File: config.mk
export PLATFORM = sky130hd
export DESIGN_NAME = sflc_top
export DESIGN_NICKNAME = d
export VERILOG_FILES = /design/src/design/sflc_top.v
export VERILOG_INCLUDE_DIRS = /design/src /design/src/include
export SDC_FILE = /design/constraint.sdc
export NUM_CORES = 1
export LEC_CHECK = 0
export ABC_AREA = 1
export BUFFER_PORTS_ARGS = -buffer_cell sky130_fd_sc_hd__buf_2
export CORE_ASPECT_RATIO = 1.5
export CORE_UTILIZATION = 61
export DETAILED_ROUTE_END_ITERATION = 16
export GPL_ROUTABILITY_DRIVEN = 0
export HOLD_SLACK_MARGIN = 0.12
export PLACE_DENSITY_LB_ADDON = 0.1
export SETUP_SLACK_MARGIN = 0.15
export SYNTH_ARGS = -nofsm -noshare
export SYNTH_HDL_FRONTEND = slang
export SYNTH_HIERARCHICAL = 1
export SYNTH_SLANG_ARGS = --single-unit
File: constraint.sdc
create_clock -name clk -period 2.89 [get_ports clk]
set_input_delay 0.7225 -clock clk [delete_from_list [all_inputs] [get_ports clk]]
set_output_delay 0.7225 -clock clk [all_outputs]
set_load 0.01 [all_outputs]
File: src/include/sflc_defs.vh
/*
 Constants for the serial frame and loop control block: register
 addresses, field positions, reset values and frame lengths.
 Assumes inclusion by the block's design file only.
*/
`ifndef SFLC_DEFS_VH
`define SFLC_DEFS_VH

// ----------------------------------------
// Address map
// ----------------------------------------
`define SFLC_BASE_BLOCKING 16'h0200
`define SFLC_BASE_NONBLOCK 16'h0300
`define SFLC_OFF_CTRL1 16'h0042
`define SFLC_OFF_CTRL2 16'h0043
`define SFLC_OFF_CTRL3 16'h0046

// ----------------------------------------
// Reset values
// ----------------------------------------
`define SFLC_CTRL1_RESET 8'h00
`define SFLC_CTRL2_RESET 8'h00
`define SFLC_CTRL3_RESET 8'h00

// ----------------------------------------
// First control register fields
// ----------------------------------------
`define SFLC_C1_LOOP 7
`define SFLC_C1_SWIRE 5
`define SFLC_C1_NINE 4
`define SFLC_C1_ILT 2
`define SFLC_C1_PE 1
`define SFLC_C1_PT 0

// ----------------------------------------
// Second control register fields
// ----------------------------------------
`define SFLC_C2_TIE 7
`define SFLC_C2_TX_DONE_IRQ_EN 6
`define SFLC_C2_RIE 5
`define SFLC_C2_IDLE_IRQ_EN 4
`define SFLC_C2_TE 3
`define SFLC_C2_RE 2
`define SFLC_C2_RWU 1
`define SFLC_C2_SBK 0

// ----------------------------------------
// Third control register fields
// ----------------------------------------
`define SFLC_C3_DIR 5

// ----------------------------------------
// Frame lengths in bit times
// ----------------------------------------
`define SFLC_FRAME_BITS_8 4'hA
`define SFLC_FRAME_BITS_9 4'hB

`endif

File: src/design/sflc_top.v
/*
 Serial frame and loop control: control registers, pin routing,
 character transmitter and receiver, idle detection, transmit FIFO.
 Assumes synchronous inputs on clk, a synchronous active-high reset,
 and that the pad logic resolves the shared line from the enable.
*/
`timescale 1ns/1ns
`include "sflc_defs.vh"

// ----------------------------------------
// Transmit FIFO
// ----------------------------------------
module sflc_fifo #(
	parameter WIDTH = 9,
	parameter DEPTH = 32,
	parameter AW = 5
) (
	input wire clk,
	input wire rst,
	input wire [WIDTH-1:0] in_data,
	input wire in_valid,
	output reg in_ready,
	output wire [WIDTH-1:0] out_data,
	output wire out_valid,
	input wire out_ready
);
	localparam [31:0] FULL_COUNT_W = DEPTH;
	localparam [AW:0] FULL_COUNT = FULL_COUNT_W[AW:0];
	reg [WIDTH-1:0] mem [0:DEPTH-1];
	reg [AW-1:0] wr_ptr_reg;
	reg [AW-1:0] rd_ptr_reg;
	reg [AW:0] count_reg;
	reg [AW:0] count_next;
	wire push;
	wire pop;

	assign out_valid = (count_reg != {(AW+1){1'b0}});
	assign out_data = mem[rd_ptr_reg];
	assign push = in_valid & in_ready;
	assign pop = out_valid & out_ready;

	always @* begin
		count_next = count_reg;
		if (push & ~pop)
			count_next = count_reg + 1'b1;
		else if (pop & ~push)
			count_next = count_reg - 1'b1;
	end

	always @(posedge clk) begin
		if (push)
			mem[wr_ptr_reg] <= in_data;
	end

	always @(posedge clk) begin
		if (rst) begin
			wr_ptr_reg <= {AW{1'b0}};
			rd_ptr_reg <= {AW{1'b0}};
			count_reg <= {(AW+1){1'b0}};
			in_ready <= 1'b0;
		end else begin
			if (push)
				wr_ptr_reg <= wr_ptr_reg + 1'b1;
			if (pop)
				rd_ptr_reg <= rd_ptr_reg + 1'b1;
			count_reg <= count_next;
			in_ready <= (count_next != FULL_COUNT);
		end
	end
endmodule

// ----------------------------------------
// Top
// ----------------------------------------
module sflc_top #(
	parameter BIT_CYCLES = 16,
	parameter FIFO_DEPTH = 32,
	parameter FIFO_AW = 5
) (
	input wire clk,
	input wire rst,
	input wire [15:0] bus_addr,
	input wire bus_wr,
	input wire bus_rd,
	input wire [7:0] bus_wdata,
	output reg [7:0] bus_rdata,
	input wire [8:0] tx_data,
	input wire tx_valid,
	output wire tx_ready,
	output reg [8:0] rx_data,
	output reg rx_strobe,
	output reg rx_parity_err,
	output reg rx_frame_err,
	output reg idle_strobe,
	input wire serial_in_pin,
	output reg serial_in_released,
	input wire serial_out_pin_in,
	output reg serial_out_pin_out,
	output reg serial_out_pin_oe_n
);
	localparam [31:0] BIT_LAST_W = BIT_CYCLES - 1;
	localparam [31:0] BIT_HALF_W = BIT_CYCLES / 2 - 1;
	localparam [15:0] BIT_LAST = BIT_LAST_W[15:0];
	localparam [15:0] BIT_HALF = BIT_HALF_W[15:0];
	localparam ST_IDLE = 1'b0;
	localparam ST_BUSY = 1'b1;

	function addr_hit;
		input [15:0] a;
		input [15:0] off;
		begin
			addr_hit = (a == `SFLC_BASE_BLOCKING + off) ||
				(a == `SFLC_BASE_NONBLOCK + off);
		end
	endfunction

	// Parity value that makes the ones count even or odd
	function parity_bit;
		input [8:0] d;
		input nine;
		input odd;
		begin
			parity_bit = (nine ? ^d[7:0] : ^d[6:0]) ^ odd;
		end
	endfunction

	reg [7:0] ctrl1_reg;
	reg [7:0] ctrl2_reg;
	reg [7:0] ctrl3_reg;
	wire loop_sel = ctrl1_reg[`SFLC_C1_LOOP];
	wire swire_sel = ctrl1_reg[`SFLC_C1_SWIRE];
	wire nine_sel = ctrl1_reg[`SFLC_C1_NINE];
	wire ilt_sel = ctrl1_reg[`SFLC_C1_ILT];
	wire pe_sel = ctrl1_reg[`SFLC_C1_PE];
	wire pt_sel = ctrl1_reg[`SFLC_C1_PT];
	wire tx_on = ctrl2_reg[`SFLC_C2_TE];
	wire rx_on = ctrl2_reg[`SFLC_C2_RE];
	wire rwu_sel = ctrl2_reg[`SFLC_C2_RWU];
	wire sbk_sel = ctrl2_reg[`SFLC_C2_SBK];
	wire dir_sel = ctrl3_reg[`SFLC_C3_DIR];
	wire [3:0] frame_bits = nine_sel ? `SFLC_FRAME_BITS_9 :
		`SFLC_FRAME_BITS_8;
	wire single_wire = loop_sel & swire_sel;

	// ----------------------------------------
	// Register access
	// ----------------------------------------
	wire hit1 = addr_hit(bus_addr, `SFLC_OFF_CTRL1);
	wire hit2 = addr_hit(bus_addr, `SFLC_OFF_CTRL2);
	wire hit3 = addr_hit(bus_addr, `SFLC_OFF_CTRL3);

	always @(posedge clk) begin
		if (rst) begin
			ctrl1_reg <= `SFLC_CTRL1_RESET;
			ctrl2_reg <= `SFLC_CTRL2_RESET;
			ctrl3_reg <= `SFLC_CTRL3_RESET;
			bus_rdata <= 8'h00;
		end else begin
			if (bus_wr) begin
				if (hit1)
					ctrl1_reg <= bus_wdata;
				else if (hit2)
					ctrl2_reg <= bus_wdata;
				else if (hit3)
					ctrl3_reg <= bus_wdata & 8'h20;
			end
			if (bus_rd) begin
				if (hit1)
					bus_rdata <= ctrl1_reg;
				else if (hit2)
					bus_rdata <= ctrl2_reg;
				else if (hit3)
					bus_rdata <= ctrl3_reg;
				else
					bus_rdata <= 8'h00;
			end
		end
	end

	// ----------------------------------------
	// Transmitter
	// ----------------------------------------
	reg tx_state_reg;
	reg [10:0] tx_shift_reg;
	reg [3:0] tx_left_reg;
	reg [15:0] tx_tmr_reg;
	reg tx_line_reg;
	wire [8:0] fifo_data;
	wire fifo_valid;
	wire fifo_pop = (tx_state_reg == ST_IDLE) & tx_on & ~sbk_sel;
	reg [8:0] tx_char;
	reg [10:0] tx_frame;

	sflc_fifo #(
		.WIDTH(9),
		.DEPTH(FIFO_DEPTH),
		.AW(FIFO_AW)
	) u_fifo (
		.clk(clk),
		.rst(rst),
		.in_data(tx_data),
		.in_valid(tx_valid),
		.in_ready(tx_ready),
		.out_data(fifo_data),
		.out_valid(fifo_valid),
		.out_ready(fifo_pop)
	);

	always @* begin
		tx_char = fifo_data;
		if (pe_sel) begin
			if (nine_sel)
				tx_char[8] = parity_bit(fifo_data, 1'b1, pt_sel);
			else
				tx_char[7] = parity_bit(fifo_data, 1'b0, pt_sel);
		end
		if (nine_sel)
			tx_frame = {1'b1, tx_char, 1'b0};
		else
			tx_frame = {2'b11, tx_char[7:0], 1'b0};
	end

	always @(posedge clk) begin
		if (rst) begin
			tx_state_reg <= ST_IDLE;
			tx_shift_reg <= 11'h7ff;
			tx_left_reg <= 4'h0;
			tx_tmr_reg <= 16'h0000;
			tx_line_reg <= 1'b1;
		end else begin
			case (tx_state_reg)
			ST_IDLE: begin
				if (fifo_pop & fifo_valid) begin
					tx_line_reg <= tx_frame[0];
					tx_shift_reg <= {1'b1, tx_frame[10:1]};
					tx_left_reg <= frame_bits - 1'b1;
					tx_tmr_reg <= BIT_LAST;
					tx_state_reg <= ST_BUSY;
				end else begin
					tx_line_reg <= ~(sbk_sel & tx_on);
				end
			end
			default: begin
				if (tx_tmr_reg == 16'h0000) begin
					tx_tmr_reg <= BIT_LAST;
					if (tx_left_reg == 4'h0) begin
						tx_state_reg <= ST_IDLE;
						tx_line_reg <= 1'b1;
					end else begin
						tx_line_reg <= tx_shift_reg[0];
						tx_shift_reg <= {1'b1, tx_shift_reg[10:1]};
						tx_left_reg <= tx_left_reg - 1'b1;
					end
				end else begin
					tx_tmr_reg <= tx_tmr_reg - 1'b1;
				end
			end
			endcase
		end
	end

	// ----------------------------------------
	// Pin routing
	// ----------------------------------------
	wire rx_line = ~loop_sel ? serial_in_pin :
		(swire_sel ? serial_out_pin_in :
		tx_line_reg);

	always @(posedge clk) begin
		if (rst) begin
			serial_out_pin_out <= 1'b1;
			serial_out_pin_oe_n <= 1'b1;
			serial_in_released <= 1'b1;
		end else begin
			serial_out_pin_out <= tx_line_reg;
			serial_out_pin_oe_n <= ~(tx_on &
				(~single_wire | dir_sel));
			serial_in_released <= ~rx_on | loop_sel;
		end
	end

	// ----------------------------------------
	// Receiver and idle detection
	// ----------------------------------------
	reg rx_state_reg;
	reg [15:0] rx_tmr_reg;
	reg [3:0] rx_bit_reg;
	reg [9:0] rx_shift_reg;
	reg [3:0] idle_cnt_reg;
	reg idle_armed_reg;
	wire [9:0] rx_shift_new = {rx_line, rx_shift_reg[9:1]};
	wire [8:0] rx_char = nine_sel ? rx_shift_new[8:0] :
		{1'b0, rx_shift_new[8:1]};
	wire rx_par_msb = nine_sel ? rx_char[8] : rx_char[7];
	wire rx_par_bad = pe_sel & (rx_par_msb !=
		parity_bit(rx_char, nine_sel, pt_sel));
	wire rx_tick = (rx_tmr_reg == 16'h0000);

	always @(posedge clk) begin
		if (rst) begin
			rx_state_reg <= ST_IDLE;
			rx_tmr_reg <= 16'h0000;
			rx_bit_reg <= 4'h0;
			rx_shift_reg <= 10'h000;
			idle_cnt_reg <= 4'h0;
			idle_armed_reg <= 1'b0;
			rx_data <= 9'h000;
			rx_strobe <= 1'b0;
			rx_parity_err <= 1'b0;
			rx_frame_err <= 1'b0;
			idle_strobe <= 1'b0;
		end else begin
			rx_strobe <= 1'b0;
			idle_strobe <= 1'b0;
			rx_tmr_reg <= rx_tick ? BIT_LAST : rx_tmr_reg - 1'b1;
			if (~rx_on) begin
				rx_state_reg <= ST_IDLE;
				idle_cnt_reg <= 4'h0;
				idle_armed_reg <= 1'b0;
			end else begin
				case (rx_state_reg)
				ST_IDLE: begin
					if (~rx_line) begin
						rx_state_reg <= ST_BUSY;
						rx_tmr_reg <= BIT_HALF;
						rx_bit_reg <= 4'h0;
						idle_cnt_reg <= 4'h0;
					end else if (rx_tick && idle_cnt_reg != frame_bits) begin
						idle_cnt_reg <= idle_cnt_reg + 1'b1;
						if (idle_cnt_reg + 1'b1 == frame_bits &&
							idle_armed_reg) begin
							idle_strobe <= 1'b1;
							idle_armed_reg <= 1'b0;
						end
					end
				end
				default: begin
					if (rx_tick) begin
						if (ilt_sel)
							idle_cnt_reg <= 4'h0;
						else if (rx_line && rx_bit_reg != 4'h0)
							idle_cnt_reg <= idle_cnt_reg + 1'b1;
						else
							idle_cnt_reg <= 4'h0;
						rx_bit_reg <= rx_bit_reg + 1'b1;
						if (rx_bit_reg == 4'h0) begin
							if (rx_line)
								rx_state_reg <= ST_IDLE;
						end else begin
							rx_shift_reg <= rx_shift_new;
						end
						if (rx_bit_reg == frame_bits - 1'b1) begin
							rx_state_reg <= ST_IDLE;
							idle_armed_reg <= 1'b1;
							if (~rwu_sel) begin
								rx_data <= rx_char;
								rx_strobe <= 1'b1;
								rx_parity_err <= rx_par_bad;
								rx_frame_err <= ~rx_shift_new[9];
							end
						end
					end
				end
				endcase
			end
		end
	end
endmodule

# After elaboration in Yosys (flattened, before gate mapping)
# Memory sizes are Yosys's and may differ from the RTL's. A register that Yosys moved wholly into a read port is not among the register bits.
# Cells that the tools add are included.
# classes
reduce_logical,32
eq_ne,17
bitwise_logic,32
mux,64
add_sub_neg,10
# ops
cell,count
$mux W16,7
$eq A16 B10 Y1 const B,6
$mux W4,13
$mux W11,4
$logic_not A16 Y1,2
$sub A16 B1 Y16 const B,2
$mux W1,30
$mux W6,3
$not A1 Y1,17
$mux W8,2
$reduce_xor A8 Y1,2
$reduce_xor A7 Y1,2
$add A5 B1 Y5 const B,2
$and A1 B1 Y1,10
$mux W10,1
$mux W5,2
$reduce_and A5 Y1,2
$reduce_or A5 Y1,2
$mux W9,1
$reduce_and A3 Y1,3
$add A4 B1 Y4 const B,2
$eq A4 B4 Y1,2
$logic_not A4 Y1,2
$ne A2 B1 Y1 const B,4
other kinds (19),32
# word_totals
ramBits,288
word_cells,183
regBits,127
n_memories,1
inputBits,40
# memory_table
memory,depth,word_bits,read_ports,rd_clocked_by_memory_dff,write_ports,line,text
u_fifo.mem,32,9,1,1,1,sflc_top.v:29,reg [WIDTH-1:0] mem [0:DEPTH-1];

# Logic depth before layout (Yosys ltp)
# Gate-level depths: netlist of run 1.
# depth
depth_word,8
mapped_depth,21
depth_no_buf,19

# By module
# Netlist of run 1, hierarchy kept.
# by_module_without_submodules
mod,area_each_um2,instances,seq_area_each_um2,cells_per_inst
sflc_fifo,12577.1,1,9088.7,995
sflc_top,5392.7,1,2142.1,762

# Worst setup path after synthesis of run 1
# OpenSTA, ideal clock, no wires.
# synth_path
path_kind,flip-flop to flip-flop
startpoint,register (tool-made name)
endpoint,register tx_shift_reg[8]
setup_time_ns,0.126
path_stages_with_launch,18
arrival_time_ns,2.045
setup_slack_ns,0.719
t_required_ns,2.764
n_path_buf,3
cell_sequence,dfxtp_1 > buf_6 > inv_4 > buf_6 > buf_6 > o21ai_0 > o221ai_1 > nand3_1 > nand3_1 > and2_1 > xnor2_1 > nand2_1 > nand2_1 > nand3_1 > a21oi_1 > o21ai_0 > nand2_1 > nand2_1
# synth_rtl
element,line,text
to (signal assigned),sflc_top.v:235,"tx_shift_reg <= {1'b1, tx_frame[10:1]};"
to (signal assigned),sflc_top.v:251,"tx_shift_reg <= {1'b1, tx_shift_reg[10:1]};"
to (decl),sflc_top.v:184,reg [10:0] tx_shift_reg;

==> qor.yml, run 1 <==
finish:
  diodes: 0
  fill_cells: 2055
  syn_to_final_growth_pct: 14.6
  drive_above_1_share: 0.136
  largest_reg_flops: 288
  finalNetCount: 1899
  final_cells: 2264
timing:
  timing.fmax_ghz: 0.381
  grt_setup_unrepaired: "no"
  max_slew_margin: 0.506
  finalCritPeriodShare: 0.908
  tns_ps: 0
  skew_ps: 23.3
  fin_crit_ps: 2620
  hold_violations: 0
  tightest_slew_ps: 741
  finalMaxSlewViolations: 0
  setup_violations: 0
  timing.hold.ws_ps: 436
floorplanning:
  dieArea_um2: 30200
  die_w_um: 142
  ios: 65
  start_util: 0.624
  core_area_um2: 28800
  rows: 76
  die_h_um: 212
clock_network:
  clockRootBuffer: "clkbuf_16"
  cts_buffer_depth: 3
  cts_hold_repair.buffers: 0
  cts_htree_levels: 2
  clkTransAtPathRegs_ps: 60
  numCtsBuffers: 40
  cts_sinks: 417
  cts_tree: "built"
  clk_latency_ps: 550
yosys:
  netlist_top_cells_area: "edfxtp_1, dfxtp_1, nor2_1, o21ai_0, nand2_1"
  synth-seq-cells: 417
  synth_top_area_frac: 0.481
  synth_ff_type: "edfxtp_1"
  avgSynthCellArea_um2: 10.2
  synth_largest_area_cell: "edfxtp_1"
  synth_commonest_cells: "nor2_1, edfxtp_1, o21ai_0"
  synth-async-reset-ratio: 0
  synth_fp_nets: 1814
  synthCells: 1757
  ys_types: 52
  synth_edf_count: 288
  yosys_warnings: 6
  synth_most_common_cell: "nor2_1"
  synth_area_um2: 18000
  ys_seq_area_frac: 0.625
drt:
  ant_nets: 0
  first_iter_violations: 873
  firstDrtPassIters: 7
  wirelength_mm: 43.6
  viasPerCell: 5.87
  vias: 13300
  drc: 0
  wire_per_inst_um: 19.3
flow_run:
  cap_violations: 0
power:
  p_comb_frac: 0.068
  powerDensity_nw_per_um2: 623
  clockPowerShare: 0.420
  ir_worst_vdd_mv: 0.642
  netSwitchingPower_mw: 2.87
  intPower_mw: 9.96
  swShare: 0.224
  power.static_leakage_nw: 7.74
  p_seq_frac: 0.512
worst_hold_path:
  hold_class: "in -> reg"
  min_to: "ctrl1_reg[2]"
  hold_start: "bus_wdata[2]"
  holdPathStages: 3
worst_setup_path:
  endpoint_kind: "flop"
  start_kind: "flop"
  reg2reg_depth: 17
  critPathKind: "reg -> reg"
  worstPathRequired_ps: 3380
  r2r_slack_ps: 270
  cp.arrival_ps: 3120
  path_max_fanout: 38
  reg2reg_to: "tx_shift_reg[8]"
global_routing:
  antenna_found_initial: 0
  grt_pass1_vias: 12600
  grt_pass1_wl_mm: 65.4
  grt_max_degree: 77
  overflow: 0
  grtUsageTotal: 0.284
placed_design:
  io_buffers: 63
  dp_hpwl_mm: 26.7
  placed_cells: 2180
outcome:
  status: "finished, final reports clean"
-- critical path: stages (launching register included) --
cell and delay, ps:
dfxtp_4 480, buf_4 180, clkbuf_16 230, o21ai_0 120, o221ai_1 230, nand3_1 130, nand3_1 90, and2_1 180
inv_1 70, nand2_1 80, nand4_1 150, nand2_1 130, nand3_1 110, nand3_1 80, nand2_1 50, o21ai_0 140
nand2_1 60, nand2_1 50
-- layout by cell type, fill, tap and decap left out, drive strengths merged, types with 2 or more instances in the layout --
cell type,n
a31oi,3
buf,127
o21a,2
nor4,2
edfxtp,288
a21oi,82
nor2,299
nand2,187
nand3,122
nand3b,2
o22ai,9
xor2,23
xnor2,15
bufinv,4
clkbuf,60
and2,10
o211ai,22
inv,125
clkinvlp,2
nand4,14
clkinv,14
ha,17
or2,5
dfxtp,129
o221ai,56
nor3,30
o21ai,218
-- per-stage QoR --
stage	utilization	setup slack [ps]	power, mW	cell area (um2)
after floorplan	-	719	7.32	18000
after global placement	0.656	312	7.55	18900
after detailed placement	0.656	280	7.57	18900
after CTS	0.703	257	12.9	20300
after global routing	0.715	107	13.3	20600
final	0.715	265	12.8	20600
-- layout make-up --
| type | count | area (um2) | area share |
|---|---|---|---|
| timing repair buffer | 133 | 1140 | 0.0552 |
| multi-input combinational | 1125 | 5870 | 0.285 |
| inverter | 125 | 484 | 0.0235 |
| clock buffer | 54 | 1150 | 0.0558 |
| clock inverter | 20 | 225 | 0.0109 |
| tap | 390 | 488 | 0.0237 |
| sequential | 417 | 11200 | 0.546 |
-- power groups by stage --
stage / sequential, mW / clock, mW / combinational [mW]
global route: 6.58 / 5.71 / 1.00
detailed placement: 6.69 / 0 / 0.880
CTS: 6.57 / 5.45 / 0.887
finish: 6.56 / 5.38 / 0.878
global placement: 6.69 / 0 / 0.859
floorplan: 6.68 / 0 / 0.635
-- per-layer routing --
metal  vias to the layer above  share of wire  track usage
met5                         -              0            0
met4                         0          0.037        0.132
met3                       106          0.060       0.0430
met2                       460           0.53        0.518
met1                      6363           0.38        0.326
li1                       6354              -            -
-- worst max path at each step --
stage / startpoint / endpoint / slack, ps
floorplan: flop / tx_shift_reg[8] / 720
global placement: flop / tx_shift_reg[8] / 310
detailed placement: flop / tx_shift_reg[8] / 280
CTS: flop / tx_shift_reg[8] / 260
global route: flop / tx_shift_reg[8] / 110
finish: flop / tx_shift_reg[8] / 270
-- cell families after synthesis --
family | synth area share
flops | 0.625
buf+inv | 0.0522
compound gates | 0.128
xor+xnor | 0.0185
simple gates | 0.164
fa+ha+maj | 0.0118
-- what timing repair did --
item / CTS / global route
setup buffers: 0 / 4
gates resized for setup: 0 / 31
hold endpoints to repair: 0 / 0
setup endpoints to repair: 0 / 1
Note: power is estimated with default switching activity, not from simulation.
==> run 2, diff against run 1 <==
--- a/config.mk
+++ b/config.mk
@@ -7,8 +7,7 @@
 export NUM_CORES = 1
 export LEC_CHECK = 0
 export ABC_AREA = 1
-export BUFFER_PORTS_ARGS = -buffer_cell sky130_fd_sc_hd__buf_2
-export CORE_ASPECT_RATIO = 1.5
+export BUFFER_PORTS_ARGS = -buffer_cell sky130_fd_sc_hd__buf_4
 export CORE_UTILIZATION = 61
 export DETAILED_ROUTE_END_ITERATION = 16
 export GPL_ROUTABILITY_DRIVEN = 0
==> run 2 against run 1 <==
Register-to-register slack worse by 40 ps. First-iteration DRC count up 50%. Non-clock buffer count rose by 5. Worst hold slack better by 6.0 ps. Highest routed layer unchanged.
==> qor.yml, run 2 (synthesis gave the netlist of run 1 again) <==
clock_network:
  cts_tree: "built"  # unchanged
  cts_sinks: 417  # unchanged
  cts_htree_levels: 2  # unchanged
  clk_latency_ps: 540  # was 550 ps
  clockRootBuffer: "clkbuf_16"  # unchanged
  numCtsBuffers: 43  # was 40
  cts_hold_repair.buffers: 0  # unchanged
  clkTransAtPathRegs_ps: 60  # about the same
  cts_buffer_depth: 3  # unchanged
timing:
  skew_ps: 16.9  # was 23.3 ps
  grt_setup_unrepaired: "no"  # unchanged
  tns_ps: 0  # unchanged
  fin_crit_ps: 2670  # was 2620 ps
  max_slew_margin: 0.597  # was 0.506
  setup_violations: 0  # unchanged
  timing.fmax_ghz: 0.375  # was 0.381 GHz
  tightest_slew_ps: 602  # was 741 ps
  finalMaxSlewViolations: 0  # unchanged
  hold_violations: 0  # unchanged
  finalCritPeriodShare: 0.924  # was 0.908
finish:
  diodes: 0  # unchanged
  final_cell_mix: "nor2_1, edfxtp_1, o21ai_0"  # unchanged
  final_cells: 2268  # was 2264
  final_common_cell: "nor2_1"  # unchanged
  drive_above_1_share: 0.134  # was 0.136
  largest_reg_flops: 288  # unchanged
  syn_to_final_growth_pct: 15.0  # was 14.6%
  fill_cells: 2076  # was 2055
  finalNetCount: 1907  # was 1899
worst_hold_path:
  hold_class: "in -> reg"  # unchanged
  hold_start: "bus_wdata[7]"  # was bus_wdata[2]
  min_to: "ctrl1_reg[7]"  # was ctrl1_reg[2]
  holdPathStages: 3  # unchanged
floorplanning:
  dieArea_um2: 30100  # was 30200 um2
  die_h_um: 174  # was 212 um
  ios: 65  # unchanged
  core_area_um2: 28900  # was 28800 um2
  die_w_um: 174  # was 142 um
  rows: 62  # was 76
  start_util: 0.623  # was 0.624
drt:
  vias: 13500  # was 13300
  drc: 0  # unchanged
  wirelength_mm: 43.2  # was 43.6 mm
  firstDrtPassIters: 5  # was 7
  wire_per_inst_um: 19.0  # was 19.3 um
  ant_nets: 0  # unchanged
  first_iter_violations: 1310  # was 873
  viasPerCell: 5.95  # was 5.87
global_routing:
  overflow: 0  # unchanged
  grt_pass1_wl_mm: 65.9  # was 65.4 mm
  antenna_found_initial: 0  # unchanged
  grt_max_degree: 76  # was 77
  grt_pass1_vias: 12600  # about the same
  grtUsageTotal: 0.278  # was 0.284
power:
  power.static_leakage_nw: 7.77  # was 7.74 nW
  ir_worst_vdd_mv: 0.510  # was 0.642 mV
  powerDensity_nw_per_um2: 620  # was 623 nW/um2
outcome:
  status: "finished, final reports clean"  # unchanged
worst_setup_path:
  endpoint_kind: "flop"  # unchanged
  cp.arrival_ps: 3090  # was 3120 ps
  r2r_slack_ps: 220  # was 270 ps
  reg2reg_depth: 15  # was 17
  reg2reg_to: "tx_shift_reg[8]"  # unchanged
  worstPathRequired_ps: 3310  # was 3380 ps
  critPathKind: "reg -> reg"  # unchanged
  start_kind: "flop"  # unchanged
  path_max_fanout: 19  # was 38
flow_run:
  cap_violations: 0  # unchanged
placed_design:
  placed_cells: 2182  # was 2180
  dp_hpwl_mm: 26.0  # was 26.7 mm
  io_buffers: 63  # unchanged
==> run 2: changes by cell type in the layout (fill, tap and decap cells not counted), sizes merged <==
cell / change
buf: +7
clkinv: +4
bufinv: -2
clkbuf: +1
==> run 2: where the power goes <==
| group | switching (mW) | internal [mW] | leakage (nW) |
|---|---|---|---|
| Combinational | 0.575 | 0.324 | 3.45 |
| Sequential | 0.0822 | 6.48 | 3.64 |
| Clock | 2.23 | 3.13 | 0.681 |
| Total | 2.88 | 9.94 | 7.77 |
==> run 2: layer usage <==
metal  track usage  part of all wire
met1         0.397              0.42
met4        0.0972             0.026
met3        0.0436             0.097
met2         0.437              0.46
met5             0                 0
==> run 2: cell type report <==
| cell class | instances | area [um2] | share of cell area |
|---|---|---|---|
| multi-input cells | 1125 | 5840 | 0.283 |
| repair buffers | 138 | 1240 | 0.0602 |
| clock buffers | 57 | 1210 | 0.0586 |
| clock inverters | 22 | 165 | 0.00799 |
| well taps | 384 | 480 | 0.0232 |
| flip-flops and latches | 417 | 11200 | 0.544 |
| inverters | 125 | 488 | 0.0236 |
==> run 2: repair_timing <==
item | CTS | global route
buffers inserted | 0 | 3
setup endpoints to repair | 0 | 2
resized for setup | 0 | 24
==> run 2: worst max-delay path, cell delays in order (launching register included) <==
cell,delay (ps)
dfxtp_4,430
buf_4,170
clkbuf_16,200
o21ai_0,110
o221ai_1,330
nand3_1,160
nand3_1,100
and2_1,270
xnor2_2,170
nand2_1,90
nand2_1,80
nand3_1,80
a21oi_1,150
o21ai_0,90
nand2_1,70
nand2_1,40
==> run 2: worst max path at each step <==
| stage | end | slack [ps] |
|---|---|---|
| after detailed placement | tx_shift_reg[8] | 230 |
| after global placement | tx_shift_reg[8] | 250 |
| after CTS | tx_shift_reg[8] | 200 |
| after floorplan | tx_shift_reg[8] | 720 |
| after global routing | tx_shift_reg[8] | 130 |
| final | tx_shift_reg[8] | 220 |
==> run 2: through the flow <==
step	setup slack, ps	power, mW	hold WS [ps]	area (um2)	utilization
global placement	252	7.56	436	19100	0.661
finish	221	12.8	442	20700	0.716
global route	129	13.3	456	20700	0.716
floorplan	719	7.32	403	18000	-
CTS	198	12.9	427	20500	0.709
detailed placement	227	7.58	441	19100	0.661
